==> src/rtl/cfs_pkg.sv <==
// shared constants, types and register map of the converter fault supervisor
package cfs_pkg;

  // ****************************************
  // clock and fault timing
  // ****************************************
  localparam int unsigned CLK_MHZ = 250;
  localparam int unsigned T_SUPPLY_NS = 1000;
  localparam int unsigned T_THERM_NS = 18000;
  localparam int unsigned T_OVP_NS = 100000;
  localparam int unsigned T_VSOV_NS = 20000;
  localparam int unsigned T_LINE_NS = 2000000;
  localparam int unsigned LEADING_EDGE_BLANKING_NS = 160;
  localparam int unsigned T_HOC_NS = 150;

  // least times round up, the hard overcurrent window rounds down
  localparam int unsigned CYC_SUPPLY = (T_SUPPLY_NS * CLK_MHZ + 999) / 1000;
  localparam int unsigned CYC_THERM = (T_THERM_NS * CLK_MHZ + 999) / 1000;
  localparam int unsigned CYC_OVP = (T_OVP_NS * CLK_MHZ + 999) / 1000;
  localparam int unsigned CYC_VSOV = (T_VSOV_NS * CLK_MHZ + 999) / 1000;
  localparam int unsigned CYC_LINE = (T_LINE_NS * CLK_MHZ + 999) / 1000;
  localparam int unsigned CYC_LEB = (LEADING_EDGE_BLANKING_NS * CLK_MHZ + 999) / 1000;
  localparam int unsigned CYC_HOC = (T_HOC_NS * CLK_MHZ) / 1000;

  // restart delays have no printed figure
  localparam int unsigned CYC_RESTART = 250000;
  localparam int unsigned CYC_RESTART_FAST = 2500;

  // line blanking shortened by this ratio at the higher line frequency
  localparam int unsigned LINE60_NUM = 5;
  localparam int unsigned LINE60_DEN = 6;

  localparam int unsigned CNT_W = 20;
  localparam int unsigned ON_W = 6;

  // ****************************************
  // fault filter indices, then extra event bits
  // ****************************************
  localparam int unsigned F_SUPLOW = 0;
  localparam int unsigned F_BELOWON = 1;
  localparam int unsigned F_SUPOV = 2;
  localparam int unsigned F_LSHORT = 3;
  localparam int unsigned F_BRIN = 4;
  localparam int unsigned F_BROUT = 5;
  localparam int unsigned F_LINEOV = 6;
  localparam int unsigned F_OVP = 7;
  localparam int unsigned F_THERM = 8;
  localparam int unsigned F_VSOV = 9;
  localparam int unsigned NF = 10;
  localparam int unsigned EV_PEAK = 10;
  localparam int unsigned EV_HOC = 11;
  localparam int unsigned NEV = 12;

  // ****************************************
  // register map
  // ****************************************
  localparam logic [7:0] ADDR_CTRL = 8'h00;
  localparam logic [7:0] ADDR_STATUS = 8'h04;
  localparam logic [7:0] ADDR_IRQ_STAT = 8'h08;
  localparam logic [7:0] ADDR_IRQ_MASK = 8'h0C;

  localparam int unsigned CTRL_EN_BIT = 0;
  localparam int unsigned CTRL_SCALE_BIT = 1;
  localparam int unsigned STS_STATE_LSB = 0;
  localparam int unsigned STS_GATE_BIT = 4;
  localparam int unsigned STS_CUT_BIT = 5;
  localparam int unsigned STS_FAST_BIT = 6;
  localparam int unsigned STS_QUAL_LSB = 16;

  localparam logic [1:0] CTRL_RST = 2'h1;
  localparam logic [NEV-1:0] MASK_RST = 12'h000;

  // ****************************************
  // types
  // ****************************************
  typedef enum logic [2:0] {
    ST_RESET = 3'b000,
    ST_PRESTART = 3'b001,
    ST_SOFT = 3'b010,
    ST_RUN = 3'b011,
    ST_RESTART = 3'b100,
    ST_VSOFF = 3'b101
  } cfs_state_e;

  typedef struct packed {
    cfs_state_e st;
    logic [CNT_W-1:0] rst_cnt;
    logic fast;
    logic [ON_W-1:0] on_cnt;
    logic gate;
    logic cut;
    logic [1:0] ctrl;
    logic [NEV-1:0] irq_stat;
    logic [NEV-1:0] irq_mask;
    logic irq;
    logic ack;
    logic [31:0] rdat;
  } cfs_regs_s;

  typedef struct packed {
    logic [CNT_W-1:0] cnt;
  } cfs_blank_s;

endpackage

==> src/rtl/cfs_blank.sv <==
// blanking filter: qualifies one fault flag after it has held for a set count
`timescale 1ns/1ps
module cfs_blank
  import cfs_pkg::*;
(
  input wire logic clk_i,
  input wire logic rst_i,
  input wire logic flag_i,
  input wire logic arm_i,
  input wire logic [CNT_W-1:0] limit_i,
  output logic qual_o
);

  cfs_blank_s q;
  cfs_blank_s d;

  // any drop of the flag or of the arm restarts the interval
  always_comb begin
    d = q;
    if (!flag_i || !arm_i) begin
      d.cnt = '0;
    end else if (q.cnt < limit_i) begin
      d.cnt = q.cnt + 1'b1;
    end
  end

  always_ff @(posedge clk_i) begin
    if (rst_i) begin
      q <= '0;
    end else begin
      q <= d;
    end
  end

  // >= keeps a shortened limit valid while a count is already beyond it
  assign qual_o = flag_i && arm_i && (q.cnt >= limit_i);

endmodule

==> src/rtl/cfs_supervisor.sv <==
// converter fault supervisor: blanking, state flow, gate enable and register slave
`timescale 1ns/1ps
// Operation
// RULE1 - a junction temperature trip held for its blanking time in any active state starts a timed restart.
// RULE2 - an output overvoltage held for its blanking time in soft start or run stops switching and starts a timed restart.
// RULE3 - a sense pin overvoltage held for its blanking time in soft start or run inhibits all gate switching.
// RULE4 - after a sense overvoltage shutdown the gate stays off until the sense voltage is below the lower restart level; thermal and supply-low exits skip it
// RULE5 - supply faults use 1 us blanking: too low resets always, below turn-on resets in pre-startup, overvoltage restarts.
// RULE6 - a peak overcurrent after leading-edge blanking in soft start or run ends the present gate pulse only.
// RULE7 - line faults use 2 ms blanking: brownin gives a fast restart, brownout and line overvoltage a timed one, a short too, which the code blanks for 1 us.
// RULE8 - the line blanking may be shortened according to the detected line frequency.
// RULE9 - the peak current comparator is ignored for the leading-edge blanking time after each gate turn-on.
// RULE10 - a hard overcurrent inside the short window after turn-on in soft start or run starts a timed restart.
// RULE11 - the restart level of the sense overvoltage lies below its shutdown level, giving hysteresis.
// RULE12 - every restart holds the gate off for the restart delay, then returns to pre-startup and soft start; a brownin fast restart uses RESTART_FAST_CYC.
module cfs_supervisor
  import cfs_pkg::*;
#(
  parameter int unsigned THERM_CYC = CYC_THERM,
  parameter int unsigned OVP_CYC = CYC_OVP,
  parameter int unsigned VSOV_CYC = CYC_VSOV,
  parameter int unsigned LINE_CYC = CYC_LINE,
  parameter int unsigned RESTART_CYC = CYC_RESTART,
  parameter int unsigned RESTART_FAST_CYC = CYC_RESTART_FAST
) (
  input wire logic clk_i,
  input wire logic rst_i,
  input wire logic supply_low_level_i,
  input wire logic supply_turn_on_level_i,
  input wire logic supply_ov_i,
  input wire logic line_short_i,
  input wire logic brownin_low_i,
  input wire logic brownout_i,
  input wire logic line_ov_i,
  input wire logic line_60hz_i,
  input wire logic peak_current_limit_i,
  input wire logic hard_overcurrent_trip_i,
  input wire logic output_overvoltage_trip_i,
  input wire logic sense_overvoltage_off_level_i,
  input wire logic sense_overvoltage_on_level_i,
  input wire logic temp_trip_i,
  input wire logic pulse_request_i,
  input wire logic soft_start_done_i,
  input wire logic wb_cyc_i,
  input wire logic wb_stb_i,
  input wire logic wb_we_i,
  input wire logic [7:0] wb_adr_i,
  input wire logic [3:0] wb_sel_i,
  input wire logic [31:0] wb_dat_i,
  output logic [31:0] wb_dat_o,
  output logic wb_ack_o,
  output logic irq_o,
  output logic gate_drive_out_o,
  output logic core_reset_o,
  output logic [2:0] state_o
);

  // ****************************************
  // blanking limits
  // ****************************************
  localparam int unsigned LINE60_CYC = LINE_CYC * LINE60_NUM / LINE60_DEN;

  cfs_regs_s q;
  cfs_regs_s d;

  logic [NF-1:0] flag;
  logic [NF-1:0] arm;
  logic [NF-1:0] qual;
  logic [CNT_W-1:0] lim [NF];
  logic line_scaled;

  // ****************************************
  // state decode
  // ****************************************
  logic st_pre;
  logic st_act;
  logic st_any;

  assign st_pre = (q.st == ST_PRESTART);
  assign st_act = (q.st == ST_SOFT) || (q.st == ST_RUN);
  assign st_any = st_pre || st_act || (q.st == ST_VSOFF);

  // RULE8 shorter line blanking
  assign line_scaled = q.ctrl[CTRL_SCALE_BIT] && line_60hz_i;

  always_comb begin
    flag = '0;
    flag[F_SUPLOW] = supply_low_level_i;
    flag[F_BELOWON] = supply_turn_on_level_i;
    flag[F_SUPOV] = supply_ov_i;
    flag[F_LSHORT] = line_short_i;
    flag[F_BRIN] = brownin_low_i;
    flag[F_BROUT] = brownout_i;
    flag[F_LINEOV] = line_ov_i;
    flag[F_OVP] = output_overvoltage_trip_i;
    flag[F_THERM] = temp_trip_i;
    flag[F_VSOV] = sense_overvoltage_off_level_i;
  end

  // each filter only runs in the states where its fault counts
  always_comb begin
    arm = '0;
    // RULE5 supply low watched in every state except reset
    arm[F_SUPLOW] = (q.st != ST_RESET);
    arm[F_BELOWON] = st_pre;
    arm[F_SUPOV] = st_act;
    arm[F_LSHORT] = st_act;
    arm[F_BRIN] = st_pre;
    arm[F_BROUT] = st_act;
    arm[F_LINEOV] = st_act;
    arm[F_OVP] = st_act;
    // RULE1 thermal watched in any active state
    arm[F_THERM] = st_any;
    arm[F_VSOV] = st_act;
  end

  always_comb begin
    // RULE5 supply blanking
    lim[F_SUPLOW] = CNT_W'(CYC_SUPPLY);
    lim[F_BELOWON] = CNT_W'(CYC_SUPPLY);
    lim[F_SUPOV] = CNT_W'(CYC_SUPPLY);
    // RULE7 line blanking
    // a short is not averaged, so it shares the supply count
    lim[F_LSHORT] = CNT_W'(CYC_SUPPLY);
    lim[F_BRIN] = line_scaled ? CNT_W'(LINE60_CYC) : CNT_W'(LINE_CYC);
    lim[F_BROUT] = line_scaled ? CNT_W'(LINE60_CYC) : CNT_W'(LINE_CYC);
    lim[F_LINEOV] = line_scaled ? CNT_W'(LINE60_CYC) : CNT_W'(LINE_CYC);
    lim[F_OVP] = CNT_W'(OVP_CYC);
    lim[F_THERM] = CNT_W'(THERM_CYC);
    lim[F_VSOV] = CNT_W'(VSOV_CYC);
  end

  // ****************************************
  // fault filters
  // ****************************************
  for (genvar i = 0; i < NF; i++) begin : g_blank
    cfs_blank u_blank (
      .clk_i(clk_i),
      .rst_i(rst_i),
      .flag_i(flag[i]),
      .arm_i(arm[i]),
      .limit_i(lim[i]),
      .qual_o(qual[i])
    );
  end

  // ****************************************
  // current sense within the gate pulse
  // ****************************************
  logic peak_hit;
  logic hoc_hit;
  logic timed_fault;

  // RULE9 comparator ignored inside leading-edge blanking
  assign peak_hit = st_act && q.gate && (q.on_cnt >= ON_W'(CYC_LEB)) && peak_current_limit_i;
  // RULE10 trip only inside the short window after turn-on
  assign hoc_hit = st_act && q.gate && (q.on_cnt < ON_W'(CYC_HOC)) && hard_overcurrent_trip_i;

  // RULE2 open loop shows up as output overvoltage
  assign timed_fault = qual[F_SUPOV]
                     || qual[F_LSHORT]
                     || qual[F_BROUT]
                     || qual[F_LINEOV]
                     || qual[F_OVP]
                     || hoc_hit;

  logic [CNT_W-1:0] restart_last;
  // fast restart only follows a brownin shortfall in pre-startup
  assign restart_last = q.fast ? CNT_W'(RESTART_FAST_CYC - 1) : CNT_W'(RESTART_CYC - 1);

  // ****************************************
  // register bus decode
  // ****************************************
  logic bus_req;
  logic bus_wr;
  logic bus_rd;
  logic [31:0] wmask;
  logic [31:0] wbits;

  // one answer per request; the idle cycle after ack blocks a double take
  assign bus_req = wb_cyc_i && wb_stb_i && !q.ack;
  // writes land in the ack cycle, at the edge where the master sees its answer
  assign bus_wr = wb_cyc_i && wb_stb_i && wb_we_i && q.ack;
  assign bus_rd = bus_req && !wb_we_i;
  assign wmask = {{8{wb_sel_i[3]}}, {8{wb_sel_i[2]}}, {8{wb_sel_i[1]}}, {8{wb_sel_i[0]}}};
  assign wbits = wb_dat_i & wmask;

  // ****************************************
  // next state
  // ****************************************
  always_comb begin
    logic [NEV-1:0] ev;
    logic [NEV-1:0] clr;
    logic [31:0] sts;
    ev = '0;
    clr = '0;
    sts = '0;
    d = q;
    d.ack = bus_req;

    // ---- state flow ----
    unique case (q.st)
      ST_RESET: begin
        d.rst_cnt = '0;
        if (!supply_low_level_i && !supply_turn_on_level_i) begin
          d.st = ST_PRESTART;
        end
      end
      ST_PRESTART: begin
        if (qual[F_THERM]) begin
          d.st = ST_RESTART;
          d.fast = 1'b0;
        // RULE7 brownin gives the fast restart
        end else if (qual[F_BRIN]) begin
          d.st = ST_RESTART;
          d.fast = 1'b1;
        // RULE5 below turn-on waits in reset
        end else if (qual[F_BELOWON]) begin
          d.st = ST_RESET;
        end else if (q.ctrl[CTRL_EN_BIT]) begin
          d.st = ST_SOFT;
        end
      end
      ST_SOFT, ST_RUN: begin
        // RULE1 thermal restart
        if (qual[F_THERM] || timed_fault) begin
          d.st = ST_RESTART;
          d.fast = 1'b0;
        // RULE3 sense overvoltage blocks switching
        end else if (qual[F_VSOV]) begin
          d.st = ST_VSOFF;
        end else if (q.st == ST_SOFT && soft_start_done_i) begin
          d.st = ST_RUN;
        end
      end
      ST_VSOFF: begin
        if (qual[F_THERM]) begin
          d.st = ST_RESTART;
          d.fast = 1'b0;
        // RULE4 resume only below the restart level
        // RULE11 on level sits under off level
        end else if (!sense_overvoltage_on_level_i) begin
          d.st = ST_PRESTART;
        end
      end
      ST_RESTART: begin
        // RULE12 restart delay then pre-startup
        if (q.rst_cnt == restart_last) begin
          d.st = ST_PRESTART;
          d.rst_cnt = '0;
        end else begin
          d.rst_cnt = q.rst_cnt + 1'b1;
        end
      end
      default: begin
        d.st = ST_RESET;
      end
    endcase

    // RULE5 supply low overrides every other outcome
    if (qual[F_SUPLOW]) begin
      d.st = ST_RESET;
    end
    if (d.st != ST_RESTART) begin
      d.rst_cnt = '0;
    end

    // ---- gate pulse ----
    // RULE6 peak cut lasts until the pulse request ends
    if (!pulse_request_i) begin
      d.cut = 1'b0;
    end else if (peak_hit) begin
      d.cut = 1'b1;
    end
    d.gate = pulse_request_i && st_act && (d.st == q.st) && !q.cut && !peak_hit;
    // saturates so a stuck request never wraps back into the window
    if (q.gate) begin
      if (q.on_cnt != {ON_W{1'b1}}) begin
        d.on_cnt = q.on_cnt + 1'b1;
      end
    end else begin
      d.on_cnt = '0;
    end

    // ---- interrupt events ----
    ev[NF-1:0] = qual;
    ev[EV_PEAK] = peak_hit;
    ev[EV_HOC] = hoc_hit;

    // ---- register writes ----
    if (bus_wr) begin
      unique case (wb_adr_i)
        ADDR_CTRL: d.ctrl = (q.ctrl & ~wmask[1:0]) | wbits[1:0];
        ADDR_IRQ_STAT: clr = wbits[NEV-1:0];
        ADDR_IRQ_MASK: d.irq_mask = (q.irq_mask & ~wmask[NEV-1:0]) | wbits[NEV-1:0];
        default: ;
      endcase
    end
    // a new event beats a clear in the same cycle
    d.irq_stat = (q.irq_stat & ~clr) | ev;
    d.irq = |(d.irq_stat & d.irq_mask);

    // ---- register reads ----
    sts[STS_STATE_LSB +: 3] = q.st;
    sts[STS_GATE_BIT] = q.gate;
    sts[STS_CUT_BIT] = q.cut;
    sts[STS_FAST_BIT] = q.fast;
    sts[STS_QUAL_LSB +: NF] = qual;
    if (bus_rd) begin
      unique case (wb_adr_i)
        ADDR_CTRL: d.rdat = {30'h0000_0000, q.ctrl};
        ADDR_STATUS: d.rdat = sts;
        ADDR_IRQ_STAT: d.rdat = {20'h0_0000, q.irq_stat};
        ADDR_IRQ_MASK: d.rdat = {20'h0_0000, q.irq_mask};
        default: d.rdat = 32'h0000_0000;
      endcase
    end
  end

  // ****************************************
  // state register
  // ****************************************
  always_ff @(posedge clk_i) begin
    if (rst_i) begin
      q <= '0;
      q.st <= ST_RESET;
      q.ctrl <= CTRL_RST;
      q.irq_mask <= MASK_RST;
    end else begin
      q <= d;
    end
  end

  // ****************************************
  // outputs
  // ****************************************
  assign wb_dat_o = q.rdat;
  assign wb_ack_o = q.ack;
  assign irq_o = q.irq;
  assign gate_drive_out_o = q.gate;
  // decoded from the state register, so it adds no lag
  assign core_reset_o = (q.st == ST_RESET);
  assign state_o = q.st;

endmodule

==> config.mk <==
export PLATFORM = sky130hd
export DESIGN_NAME = cfs_supervisor
export DESIGN_NICKNAME = d
export VERILOG_FILES = /design/src/rtl/cfs_pkg.sv /design/src/rtl/cfs_blank.sv /design/src/rtl/cfs_supervisor.sv
export SDC_FILE = /design/constraint.sdc
export NUM_CORES = 1
export LEC_CHECK = 0
export ABC_AREA = 1
export BUFFER_PORTS_ARGS = -buffer_cell sky130_fd_sc_hd__buf_2
export CELL_PAD_IN_SITES_DETAIL_PLACEMENT = 1
export CELL_PAD_IN_SITES_GLOBAL_PLACEMENT = 1
export CORE_AREA = 2 2 218 220
export DETAILED_ROUTE_END_ITERATION = 10
export DIE_AREA = 0 0 220 222
export PLACE_DENSITY = 0.66
export SLEW_MARGIN = 10
export SYNTH_ARGS = -nofsm -noshare
export SYNTH_HDL_FRONTEND = slang
export SYNTH_SLANG_ARGS = --single-unit
export TNS_END_PERCENT = 1
==> constraint.sdc <==
create_clock -name clk_i -period 4.05 [get_ports clk_i]
set_clock_uncertainty 0.05 [all_clocks]
set_input_delay 0.2025 -clock clk_i [delete_from_list [all_inputs] [get_ports clk_i]]
set_output_delay 0.2025 -clock clk_i [all_outputs]
set_load 0.02 [all_outputs]
==> Word-level counts from Yosys, hierarchy flattened <==
Index checks and enable logic that the tools add are counted.
{ "totals": {"register_bits": 292, "out_inout_bits": 39, "elab_cells": 207} }
{ "classes": {"n_addsub": 12, "magnitude_cmp": 22, "eq_ne": 15, "muxes": 27, "bitwise_logic": 13, "n_reduce_logical": 96} }
{ "ops": {"columns": ["operator", "n"], "rows": [
  ["adder 20 x 1 -> 20 bit (second input constant)", 11],
  ["one-hot mux 26 bit (4 select lines)", 1],
  ["greater-or-equal comparator 20 x 8 -> 1 bit (second input constant)", 4],
  ["less-than comparator 20 x 8 -> 1 bit (second input constant)", 4],
  ["greater-or-equal comparator 20 x 19 -> 1 bit", 3],
  ["less-than comparator 20 x 19 -> 1 bit", 3],
  ["AND 12 bit", 4],
  ["two-way mux 12 bit", 4],
  ["greater-or-equal comparator 20 x 13 -> 1 bit (second input constant)", 2],
  ["less-than comparator 20 x 13 -> 1 bit (second input constant)", 2],
  ["one-hot mux 20 bit (2 select lines)", 1],
  ["logical AND 1 bit", 37],
  ["two-way mux 3 bit", 12],
  ["OR reduction 2 bit", 14],
  ["inverter 12 bit", 2],
  ["bitwise OR 12 bit", 2],
  ["== test 20 x 18 -> 1 bit", 1],
  ["greater-or-equal comparator 20 x 15 -> 1 bit (second input constant)", 1],
  ["less-than comparator 20 x 15 -> 1 bit (second input constant)", 1],
  ["two-way mux 20 bit", 1],
  ["logical OR 1 bit", 19],
  ["zero test 1 bit", 18],
  ["two-way mux 18 bit", 1],
  ["two-way mux 17 bit", 1],
  ["28 further kinds", 36]
]} }

==> Longest topological paths before layout <==
{ "logic_depth": {"ltp_word": 17, "ltp_mapped": 22, "depth_no_buf": 21} }

==> By module <==
From an unflattened synthesis, not the netlist that was laid out.
{ "hier_totals": {"cells_unflattened": 3732, "area_unflattened_um2": 23712.7} }
{ "by_module_without_submodules": {"columns": ["mod", "n_inst", "cells_each", "area_per_inst_um2"], "rows": [
  ["cfs_blank", 10, 302, 1904.3],
  ["cfs_supervisor", 1, 712, 4669.5]
]} }

==> Worst setup path before layout <==
OpenSTA, ideal clock, no wires.
{ "synth_timing": {"path_kind": "register to register", "from": "register with a tool-made name", "to": "register g_blank[6].u_blank.q[13] in the netlist's numbering", "setup_ns": 0.070, "arrival_time_ns": 2.816, "required_ns": 3.930, "slack_ns": 1.114, "stages_incl_launch_ff": 16, "path_buffers": 0, "period_less_slack_ns": 2.936, "cell_sequence": "dfxtp_1 -> nand2_1 -> inv_1 -> ha_1 -> a21oi_1 -> nand2_1 -> a21oi_1 -> nand3_2 -> inv_2 -> nand2_2 -> nor2_4 -> nand2_2 -> nor2_4 -> nand2_1 -> or2_0 -> a21oi_1"} }
{ "synth_rtl": {"columns": ["element", "line_no", "source"], "rows": [
  ["end signal: assignment", "cfs_blank.sv:29", "q <= '0;"],
  ["end signal: assignment", "cfs_blank.sv:31", "q <= d;"],
  ["end: declaration", "cfs_blank.sv:14", "cfs_blank_s q;"]
]} }

==> results.yml <==
outcome:
  outcome: "completed"
critical_path:
  rrSetupSlack_ns: 0.65
  start_kind: "flop"
  cpMostUsedCell: "nand2_1"
  path_cells: "nand2_1 -> buf_4 -> inv_1 -> buf_4 -> ha_1 -> a21oi_1 -> nand2_1 -> a21oi_1 -> nand4_1 -> nand2_1 -> nand2_2 -> nor2_1 -> nand3_1 -> nand2_1 -> nand2_1 -> nand2_2 -> nor2_2"
  worstPathRequired_ns: 4.40
  cpMaxStageDelayCell: "nand2_2"
  crit_path_end_kind: "flop"
  crit_fanout: 20
  cp_data_arrival_time_ns: 3.75
  timing_worst_setup_path_type: "flop to flop"
  rr_worst_depth: 17
  reg2reg_to: "q[77]$_SDFFE_PP0P_"
  cpPeakStageDelay_ns: 0.52
synth:
  yosys.area_share.simple_pct: 29.6
  synth_compound_area_share_pct: 11.7
  synth_top_family_by_area: "simple AND/OR/NAND/NOR gates"
  synth_common_cells: "nand2_1 (389), inv_1 (350), dfxtp_1 (282)"
  synth_adder_area_share_pct: 4.99
  synthMuxAreaShare_pct: 0
  yosysWarnings: 0
  yosysUniqueCellTypes: 55
  synthCells: 2040
  ys_seq_area_share_pct: 39.5
  synth_xor_area_share_pct: 1.65
  synth_top_area_cell: "dfxtp_1"
  synthArstFlopShare_pct: 0
  ys.flop_type: "dfxtp_1"
  synth_edf_count: 0
  synth.most_common_cell: "nand2_1"
  syn_avg_cell_area_um2: 7.01
  yosys_register_bits: 282
  synth_top_cell_area_share_pct: 39.5
  synth.area.top_cells: "dfxtp_1 (39%), nand2_1 (10%), inv_1 (9.2%)"
  syn-cell-area_um2: 14300
grt:
  grt_pass1_vias: 13300
  grt_pass1_wl_mm: 64.9
  antenna_found_initial: 3
  grt-ovfl-total: 0
  track_usage_pct: 16.3
  grt_max_degree: 59
sta:
  setup-violations-final: 0
  hold_viol: 0
  tightest_slew_ns: 0.901
  slew-limit-headroom_pct: 39.9
  fmax_mhz: 294
  drv_slew: 0
  tns_ns: 0
  fin_crit_ns: 3.40
  period_share_pct: 83.9
  rsz0062_at_grt: "no"
clock_network:
  clk_latency_ns: 0.55
  path_clk_slew_ns: 0.06
  cts-htree-levels: 2
  cts_setup_buffers: 0
  cts_resized: 0
  cts_num_sinks: 282
  cts.path.max_buffers: 3
  cts_made_buffers: 35
  cts_hold_buf: 10
  cts-root-buf: "clkbuf_16"
  cts_tree: "built"
floorplanning:
  ios: 104
  core_area_um2: 46300
  rows: 79
  start_util_pct: 30.9
  die_h_um: 222
  fp.dieW_um: 220
  die_area_um2: 48800
detailed_routing:
  drtIter0Drc: 448
  antenna_left: 0
  drc_errors: 0
  via_per_inst: 4.70
  num_vias: 12900
  drt_first_pass_iters: 4
  wl_mm: 39.3
  avgRoutedWirePerCell_um: 14.4
place:
  io_buffer_count: 71
  gp_congestion: 0.826
  place_hpwl_mm: 29.4
worst_hold_path:
  timing.hold.worst.class: "input pin to flop"
  worstHoldPathCells: 4
  min_to: "q[45]$_SDFF_PP0_"
  hold_start: "wb_dat_i[11]"
flow_run:
  cap_violations: 0
cells_and_area:
  area_delta_synth_final_pct: 14.0
  nets: 2231
  utilization_pct: 35.2
  antenna_cells: 0
  layout-drive-gt1-share_pct: 10.9
power:
  leakagePower_nw: 6.19
  power.density_nw_per_um2: 368
  peakVddDrop_mv: 0.334
==> sequential cells by signal (all words and copies together) (netlist names), named ones only <==
| register | count |
|---|---|
| wb_dat_o | 22 |
| q | 52 |
| state_o | 3 |
| gate_drive_out_o | 1 |
| wb_ack_o | 1 |
| g_blank.u_blank.q | 200 |
| irq_o | 1 |
==> worst max-delay path: cells and delay by family, from the launching register on <==
family                   cells  cell delay, ns
AND/OR/NAND/NOR             11            1.59
adder cells (fa/ha/maj)      1            0.30
AO/OA/AOI/OAI                2            0.35
buffers and inverters        3            0.52
flip-flops                   1            0.41
==> final cells by class <==
type / count / area, µm²
fillers: 5838 / 30000
multi-input cells: 1334 / 6900
flip-flops and latches: 282 / 5650
inverters: 367 / 1380
clock buffers: 48 / 1010
well taps: 607 / 759
repair buffers: 89 / 515
clock inverters: 10 / 88.8
==> cell usage in the layout (no fill, tap or decap), drive strengths merged, types with 17 or more instances in the layout <==
| master | instances |
|---|---|
| a21oi | 163 |
| buf | 79 |
| clkbuf | 48 |
| dfxtp | 282 |
| ha | 57 |
| inv | 366 |
| nand2 | 407 |
| nand3 | 90 |
| nand4 | 52 |
| nor2 | 270 |
| nor3 | 62 |
| o21ai | 92 |
| o22ai | 18 |
| or2 | 17 |
| xor2 | 22 |
==> layer usage <==
metal  track usage, %  wire [µm]
met1             20.8      18500
met3             2.80       1440
met5                0         21
met2             27.6      18300
met4             5.78       1040
==> worst max path at each step <==
stage / from / endpoint / slack, ns / cells past startpoint
final: flop / q[77]$_SDFFE_PP0P_ / 0.65 / 17
after global routing: flop / g_blank[4].u_blank.q[17]$_SDFFE_PP0N_ / 0.24 / 19
after CTS: flop / q[77]$_SDFFE_PP0P_ / 0.58 / 19
after detailed placement: flop / q[84]$_SDFFE_PP0P_ / 0.61 / 19
after global placement: flop / q[86]$_SDFFE_PP0P_ / 0.66 / 19
after floorplan: flop / g_blank[6].u_blank.q[13]$_SDFFE_PP0P_ / 1.11 / 15
==> stage by stage <==
| stage | hold WS, ns | area (µm²) | power [mW] | cells | setup WS, ns |
|---|---|---|---|---|---|
| detailed placement | 0.367 | 15100 | 3.01 | 2669 | 0.607 |
| CTS | 0.000137 | 16300 | 6.13 | 2737 | 0.576 |
| global route | 0.0560 | 16300 | 6.25 | 2737 | 0.235 |
| finish | 0.0195 | 16300 | 6.01 | 2737 | 0.653 |
| global placement | 0.365 | 15100 | 3.01 | 2669 | 0.661 |
| floorplan | 0.295 | 14300 | 2.95 | 2049 | 1.11 |
==> cells by family after synthesis <==
kind of cell,after synthesis
simple gates,931
buf+inv,433
compound gates,309
flops,282
fa+ha+maj,57
xor+xnor,27
other cells,1
==> power breakdown <==
group / internal (mW) / leakage [nW] / total [mW] / switching, mW
clock network: 1.81 / 0.548 / 3.05 / 1.24
logic: 0.0473 / 3.37 / 0.167 / 0.120
registers: 2.78 / 2.27 / 2.79 / 0.00861
(Power assumes the default switching activity.)
